===== config.mk =====
export PLATFORM = sky130hd
export DESIGN_NAME = hpps_top
export DESIGN_NICKNAME = d
export VERILOG_FILES = /design/src/hpps_top.v
export VERILOG_INCLUDE_DIRS = /design/src
export SDC_FILE = /design/constraint.sdc
export NUM_CORES = 1
export LEC_CHECK = 0
export BUFFER_PORTS_ARGS = -buffer_cell sky130_fd_sc_hd__clkbuf_2
export CORE_ASPECT_RATIO = 0.7
export CORE_UTILIZATION = 29
export CTS_CLUSTER_DIAMETER = 30
export DETAILED_ROUTE_END_ITERATION = 12
export HOLD_SLACK_MARGIN = 0.15
export PLACE_DENSITY = 0.55
export SLEW_MARGIN = 20
export SYNTH_ARGS = -nofsm -noshare
export SYNTH_HDL_FRONTEND = slang
export SYNTH_SLANG_ARGS = --single-unit

===== constraint.sdc =====
create_clock -name REF_CLK -period 0.9 [get_ports REF_CLK]
set_input_delay 0.225 -clock REF_CLK [delete_from_list [all_inputs] [get_ports REF_CLK]]
set_output_delay 0.225 -clock REF_CLK [all_outputs]
set_load 0.1 [all_outputs]

===== src/hpps_defines.vh =====
// Purpose: Constants for the hub port power and strap logic.
// Assumes: Included by hpps_top.v only.
// Notes: Counts are in reference clock cycles.
`ifndef HPPS_DEFINES_VH
`define HPPS_DEFINES_VH
`define HPPS_NUM_PORTS 2
`define HPPS_SYNC_STAGES 2
`define HPPS_PWR_EN_RST 2'h0
`define HPPS_PORT_OFF_RST 2'h0
`define HPPS_PULLUP_RST 1'h0
`define HPPS_OC_FLAG_RST 2'h0
`endif


===== src/hpps_top.v =====
// Purpose: Upstream connect, port-off straps, port power enables and over-current sensing.
// Assumes: One clock REF_CLK, synchronous active-high reset RST, clock enable CE.
// Notes: Straps are captured on the first enabled edge after RST falls.
`include "hpps_defines.vh"

module hpps_top #(
    parameter NUM_PORTS = `HPPS_NUM_PORTS
) (
    input wire REF_CLK,
    input wire RST,
    input wire CE,
    input wire UPSTREAM_POWER_DETECT,
    input wire STRAP_ALLOW,
    input wire [NUM_PORTS-1:0] PORT_OFF_STRAP_PLUS,
    input wire [NUM_PORTS-1:0] PORT_OFF_STRAP_MINUS,
    input wire [NUM_PORTS-1:0] OVER_CURRENT_N,
    input wire [NUM_PORTS-1:0] PORT_POWER_REQUEST,
    output reg UPSTREAM_PULLUP_EN,
    output reg [NUM_PORTS-1:0] PORT_OFF,
    output reg [NUM_PORTS-1:0] PORT_POWER_ENABLE,
    output reg [NUM_PORTS-1:0] OVER_CURRENT_FLAG
);

    // Synchroniser stages of the upstream power detect pin.
    // Only the second stage is read by any logic.
    reg pwr_det_s1_r;
    reg pwr_det_s2_r;

    // Synchroniser stages of the active-low over-current pins.
    reg [NUM_PORTS-1:0] oc_s1_r;
    reg [NUM_PORTS-1:0] oc_s2_r;

    // Synchroniser stages of the strap pins on the data lines.
    reg [NUM_PORTS-1:0] strap_p_s1_r;
    reg [NUM_PORTS-1:0] strap_p_s2_r;
    reg [NUM_PORTS-1:0] strap_m_s1_r;
    reg [NUM_PORTS-1:0] strap_m_s2_r;

    // Synchroniser stages of the strap permission pin.
    reg allow_s1_r;
    reg allow_s2_r;

    // Reset tracking: high through reset and for the release edge itself.
    reg in_reset_r;
    reg in_reset_nxt;

    // Next values of the output flops.
    reg pullup_nxt;
    reg [NUM_PORTS-1:0] port_off_nxt;
    reg [NUM_PORTS-1:0] pwr_en_nxt;
    reg [NUM_PORTS-1:0] oc_flag_nxt;

    // Decoded views of the synchronised pins.
    wire [NUM_PORTS-1:0] oc_asserted;
    wire [NUM_PORTS-1:0] strap_off;
    wire power_present;
    wire run_outputs;

    // Turns an active-low pin level into an asserted-high view.
    // Every input whose name ends in _N goes through this function.
    function [NUM_PORTS-1:0] low_active;
        input [NUM_PORTS-1:0] level;
        begin
            low_active = ~level;
        end
    endfunction

    // Keeps the ports that want something and are not blocked.
    // Used for the power enables and for the over-current status alike.
    function [NUM_PORTS-1:0] keep_ports;
        input [NUM_PORTS-1:0] want;
        input [NUM_PORTS-1:0] blocked;
        begin
            keep_ports = want & ~blocked;
        end
    endfunction

    // Over-current is asserted at low level on the _N inputs.
    assign oc_asserted = low_active(oc_s2_r);
    // Both strap lines high requests the port off; one line alone does not.
    assign strap_off = strap_p_s2_r & strap_m_s2_r;
    // Upstream power is asserted at high level.
    assign power_present = pwr_det_s2_r;
    // Outputs follow their inputs only once the release edge has passed.
    assign run_outputs = ~in_reset_r;

    // Power detect synchroniser; it runs through reset so that the pin value
    // is already settled when reset is released.
    always @(posedge REF_CLK) begin
        if (CE) begin
            pwr_det_s1_r <= UPSTREAM_POWER_DETECT;
            pwr_det_s2_r <= pwr_det_s1_r;
        end
    end

    // Over-current synchroniser; a monitor can switch its output at any
    // moment, so the first stage may go metastable and is never decoded.
    always @(posedge REF_CLK) begin
        if (CE) begin
            oc_s1_r <= OVER_CURRENT_N;
            oc_s2_r <= oc_s1_r;
        end
    end

    // Plus-line strap synchroniser; the strap must stand for two enabled
    // edges before reset is released to be captured reliably.
    always @(posedge REF_CLK) begin
        if (CE) begin
            strap_p_s1_r <= PORT_OFF_STRAP_PLUS;
            strap_p_s2_r <= strap_p_s1_r;
        end
    end

    // Minus-line strap synchroniser, same timing as the plus line.
    always @(posedge REF_CLK) begin
        if (CE) begin
            strap_m_s1_r <= PORT_OFF_STRAP_MINUS;
            strap_m_s2_r <= strap_m_s1_r;
        end
    end

    // Strap permission synchroniser.
    always @(posedge REF_CLK) begin
        if (CE) begin
            allow_s1_r <= STRAP_ALLOW;
            allow_s2_r <= allow_s1_r;
        end
    end

    // Reset tracking: the flag drops on the first enabled edge with reset low.
    // That edge is the strap sampling point.
    always @* begin
        in_reset_nxt = in_reset_r;
        if (RST) begin
            in_reset_nxt = 1'h1;
        end else begin
            in_reset_nxt = 1'h0;
        end
    end

    // Port-off capture: straps are looked at only on the release edge and are
    // ignored afterwards, so a data line toggling in use cannot turn a port off.
    always @* begin
        port_off_nxt = PORT_OFF;
        if (RST) begin
            port_off_nxt = `HPPS_PORT_OFF_RST;
        end else if (in_reset_r) begin
            if (allow_s2_r) begin
                port_off_nxt = strap_off;
            end else begin
                port_off_nxt = {NUM_PORTS{1'h0}};
            end
        end
    end

    // Connect decision: the pull-up stays off through reset and the release
    // edge, then tracks the synchronised power detect.
    always @* begin
        pullup_nxt = UPSTREAM_PULLUP_EN;
        if (RST) begin
            pullup_nxt = `HPPS_PULLUP_RST;
        end else if (run_outputs) begin
            pullup_nxt = power_present;
        end else begin
            pullup_nxt = 1'h0;
        end
    end

    // Port power: high turns power on. Off ports and ports in over-current
    // lose power at once. The enables are held low on the release edge,
    // because the port-off result is not yet visible there and an off port
    // would otherwise see one cycle of power.
    always @* begin
        pwr_en_nxt = PORT_POWER_ENABLE;
        if (RST) begin
            pwr_en_nxt = `HPPS_PWR_EN_RST;
        end else if (run_outputs) begin
            pwr_en_nxt = keep_ports(keep_ports(PORT_POWER_REQUEST, PORT_OFF), oc_asserted);
        end else begin
            pwr_en_nxt = {NUM_PORTS{1'h0}};
        end
    end

    // Over-current status: a level, not sticky, masked for off ports.
    // It is held low on the release edge for the same reason as the enables.
    always @* begin
        oc_flag_nxt = OVER_CURRENT_FLAG;
        if (RST) begin
            oc_flag_nxt = `HPPS_OC_FLAG_RST;
        end else if (run_outputs) begin
            oc_flag_nxt = keep_ports(oc_asserted, PORT_OFF);
        end else begin
            oc_flag_nxt = {NUM_PORTS{1'h0}};
        end
    end

    // Reset tracking flop; reset acts only while the clock enable is high.
    always @(posedge REF_CLK) begin
        if (CE) begin
            in_reset_r <= in_reset_nxt;
        end
    end

    // Port-off output flop.
    always @(posedge REF_CLK) begin
        if (CE) begin
            PORT_OFF <= port_off_nxt;
        end
    end

    // Connect pull-up output flop.
    always @(posedge REF_CLK) begin
        if (CE) begin
            UPSTREAM_PULLUP_EN <= pullup_nxt;
        end
    end

    // Port power enable output flops.
    always @(posedge REF_CLK) begin
        if (CE) begin
            PORT_POWER_ENABLE <= pwr_en_nxt;
        end
    end

    // Over-current status output flops.
    always @(posedge REF_CLK) begin
        if (CE) begin
            OVER_CURRENT_FLAG <= oc_flag_nxt;
        end
    end

    // A pin change reaches an output after three enabled edges: two in the
    // synchroniser and one in the output flop. A power request from the hub
    // logic shares this clock and reaches its enable after one edge.
    // While the clock enable is low every flop here holds its value, the
    // synchronisers included, so a change on a pin is seen only once the
    // enable returns. Reset is synchronous and needs the enable high.

endmodule // hpps_top


# Word-level counts from Yosys, hierarchy flattened
# Index checks and enable logic that the tools add are counted.
[op_classes] reduce_logical=3 mux=3 bitwise_logic=7
[op_table] cell="AND 2 bit" n=4
[op_table] cell="NOT 2 bit" n=3
[op_table] cell="two-way mux 2 bit" n=2
[op_table] cell="AND reduction 2 bit" n=1
[op_table] cell="nonzero test 2 bit" n=1
[op_table] cell="OR reduction 2 bit" n=1
[op_table] cell="two-way mux 1 bit" n=1
[totals] inputBits=13 wordCells=28 regBits=24 out_inout_bits=7

# Longest topological paths before layout
[depth] ltp_word=3 depth_mapped=2 depth_no_buf=2

# Least setup slack after synthesis
# Ideal clock, no wire load.
[synth_path] path_kind="register to register" start="reg PORT_OFF[1]" end="reg OVER_CURRENT_FLAG[1], data pin" path_slack_ps=-468 path_stages_with_launch=2 required_time_ps=601 n_path_buf=0 setup_time_ps=299 synth_period_minus_slack_ps=1368 arrival_time_ps=1069 path_cell_list="edfxtp_1 -> nor4_1"
[synth_via] elab_chain_len=2
[synth_rtl] element="start, declared" line_no="hpps_top.v:19" source="output reg [NUM_PORTS-1:0] PORT_OFF,"
[synth_rtl] element="start signal, assigned" line_no="hpps_top.v:207" source="PORT_OFF <= port_off_nxt;"
[synth_rtl] element="NOT 2 bit" line_no="hpps_top.v:74" source="keep_ports = want & ~blocked;"
[synth_rtl] element="AND 2 bit" line_no="hpps_top.v:74"
[synth_rtl] element="end signal, assigned" line_no="hpps_top.v:228" source="OVER_CURRENT_FLAG <= oc_flag_nxt;"
[synth_rtl] element="end, declared" line_no="hpps_top.v:21" source="output reg [NUM_PORTS-1:0] OVER_CURRENT_FLAG"
# Every way passes these cells.
# A chain may end at the register's enable or synchronous reset.

# Worst setup path after layout
[layout_path] start="reg PORT_OFF[0]" end="out PORT_OFF[0]"
# No word-level cell between the ends.

==> out/results.ini <==
[placed_design]
io_buffers=19
place_hpwl_um=730
placed_area_mm2=0.00106
gp_congestion=0.702

[sta]
period_share=1.26
tightest_slew_ns=0.310
finalSetupViolations=13
slew_violations=0
hold_violations=0
worst_clock_skew_ns=0.00771
period_needed_ns=1.14
timing.fmax_mhz=881
max_slew_margin=0.793
whs_ns=0.309
rsz0062_at_grt=true
fin_ws_ns=-0.236
setup_tns_ns=-1.95

[grt]
grt_max_degree=14
grt.met2_usage=0.143
use_met1=0.0748
grt_pass1_wl_mm=1.60
grt.overflow.total=0
busiest_layer=met2
antenna_found_initial=0
grt_pass1_vias=381
grt.total_usage=0.0802
groute.layer.met3.usage=0.0625

[setup_path]
crit_required_ns=0.67
cp_num_buf_inv=1
start_kind=register
timing.critical_path.from=PORT_OFF[0]
r2r_slack_ns=-0.10
timing.rr.start=in_reset_r
cp_slowest_stage_delay_ns=0.45
critPathMaxFanout=2
cp_data_arrival_time_ns=0.91
cp_cell_sequence=buf_12
critPathKind=reg2out
cp_num_cells=1
r2r_cells=1
cp_top_family=flip-flops
slowest_stage=edfxtp_1
cp-end-kind=output pin

[synth]
synth-seq-area-share=0.916
synth_cells=35
syn_area_um2=787
synth_seq_cells=24
yosys.area.top_type=edfxtp_1
syn_nets=48
postSynthAreaPerCell_um2=22.5
synth-edff-count=24
synthTopCellsByArea=edfxtp_1 (92%), nor4_1 (3.2%), and3_1 (1.6%), nand2_1 (0.95%), nor3b_1 (0.95%)
yosysMostFrequentCell=edfxtp_1
ys_warn_count=0
synth_top_area_frac=0.916
synth_flop_cell=edfxtp_1
yosys-top-cells-count=edfxtp_1 (24), nor4_1 (4), and3_1 (2), nand2_1 (2)
synthArstFlopShare=0
ys_types=7

[pwr]
intPower_mw=1.77
power_mw=2.30
switching_share=0.231
p_sw_uw=532
p_leak_nw=0.473
peakVddDrop_mv=1.01
pwr-share-seq=0.590
combPwrFrac=0.146
powerDensity_mw_per_mm2=1820
clockPowerShare=0.264

[route]
detail-route-antenna-nets=0
drt_iter0_markers=11
first_pass_iters=4
wl_per_cell_um=10.3
vias_per_cell=4.17
drc_errors=0
vias=442
wirelength_mm=1.10

[layout]
drive_gt1_frac=0.486
seq_area_um2=721
fin_util=0.502
diodes=0
multi_input_area_um2=118
fillers=223
areaGrowthSynthToFinish_pct=60.6
stdcell_area_mm2=0.00126
fin_nets=86

[cts]
cts_tree=yes
numCtsBuffers=3
cts_htree_levels=1
cts.path.max_buffers=2
clk_pin_slew_ns=0.08
insertion_delay_ns=0.26
cts_root_buffer=clkbuf_8
clkSinkCount=24

[die]
start_util=0.313
die_h_um=45.6
io_pins=20
core_area_mm2=0.00251
die_w_um=64.3
rows=15
die-area_mm2=0.00293

[job]
max_cap_viol_count=0

[outcome]
violations=negative setup slack
status=finished with violations

[worst_hold_path]
min_path_cells=3
hold_path.class=in2reg
hold_path_startpoint=PORT_POWER_REQUEST[1]

==> per-stage QoR <==
| stage | cells | setup slack, ns |
|---|---|---|
| 2_1_floorplan | 35 | -0.417 |
| 3_3_place_gp | 91 | -0.0146 |
| 3_5_place_dp | 91 | -0.0347 |
| 4_1_cts | 105 | -0.230 |
| 5_1_grt | 106 | -0.268 |
| 6_report | 106 | -0.236 |
==> area by class of cell <==
| type | count | share of cell area |
|---|---|---|
| sequential | 24 | 0.570 |
| timing repair buffer | 33 | 0.267 |
| multi-input combinational | 11 | 0.0931 |
| tap | 34 | 0.0337 |
| clock buffer | 3 | 0.0327 |
| clock inverter | 1 | 0.00297 |
==> layer usage <==
metal / wire (um) / vias up
met5: 0 / -
met4: 0 / 0
met3: 116 / 0
met2: 537 / 22
met1: 442 / 206
li1: - / 214
==> state kept, by name, indices dropped and copies added, names as in the netlist, 2 cells and up <==
register / flops
oc_s1_r: 2
strap_p_s2_r: 2
strap_m_s1_r: 2
strap_p_s1_r: 2
OVER_CURRENT_FLAG: 2
PORT_POWER_ENABLE: 2
PORT_OFF: 2
strap_m_s2_r: 2
oc_s2_r: 2
==> placed cells by master, fill, tap and decap left out <==
cell | netlist | routed
nor4_4 | 0 | 1
nor3b_2 | 0 | 1
clkbuf_2 | 0 | 12
nand2_1 | 2 | 2
clkinv_1 | 0 | 1
nor4_2 | 0 | 3
edfxtp_1 | 24 | 24
dlygate4sd3_1 | 0 | 8
and3_1 | 2 | 1
buf_4 | 0 | 5
clkbuf_8 | 0 | 3
and3_4 | 0 | 1
buf_12 | 0 | 8
o21a_1 | 1 | 1
nor2b_4 | 0 | 1
==> path summary, 6_finish.rpt <==
kind | to
hold / removal | PORT_POWER_ENABLE[1]
setup reg to reg | PORT_OFF[0]
hold reg to reg | oc_s2_r[0]
setup / recovery | PORT_OFF[0]
==> power by group through the flow <==
stage	clock (mW)	combinational [mW]	sequential [mW]
6_report	0.607	0.337	1.36
5_1_grt	0.669	0.350	1.36
4_1_cts	0.632	0.320	1.35
3_5_place_dp	0	0.278	1.38
3_3_place_gp	0	0.275	1.37
2_1_floorplan	0	0.0144	1.49
==> logic make-up (layout without fill, tap and decap cells) <==
family,count (synthesis),in the layout,share of synthesized area
DFF,24,24,0.916
and+or+nand+nor,10,10,0.0747
AOI/OAI and AO/OA,1,1,0.00954
buffers and inverters,0,37,0
==> what timing repair did <==
action | CTS | global route
buffers inserted | 2 | 3
endpoints found under the hold margin | 8 | 0
pin swaps | 2 | 6
gates cloned | 0 | 0
gates resized for setup | 3 | 6
endpoints found under the setup margin | 13 | 16
hold buffers | 8 | 0
No activity file was read; power rests on OpenSTA's default activity.
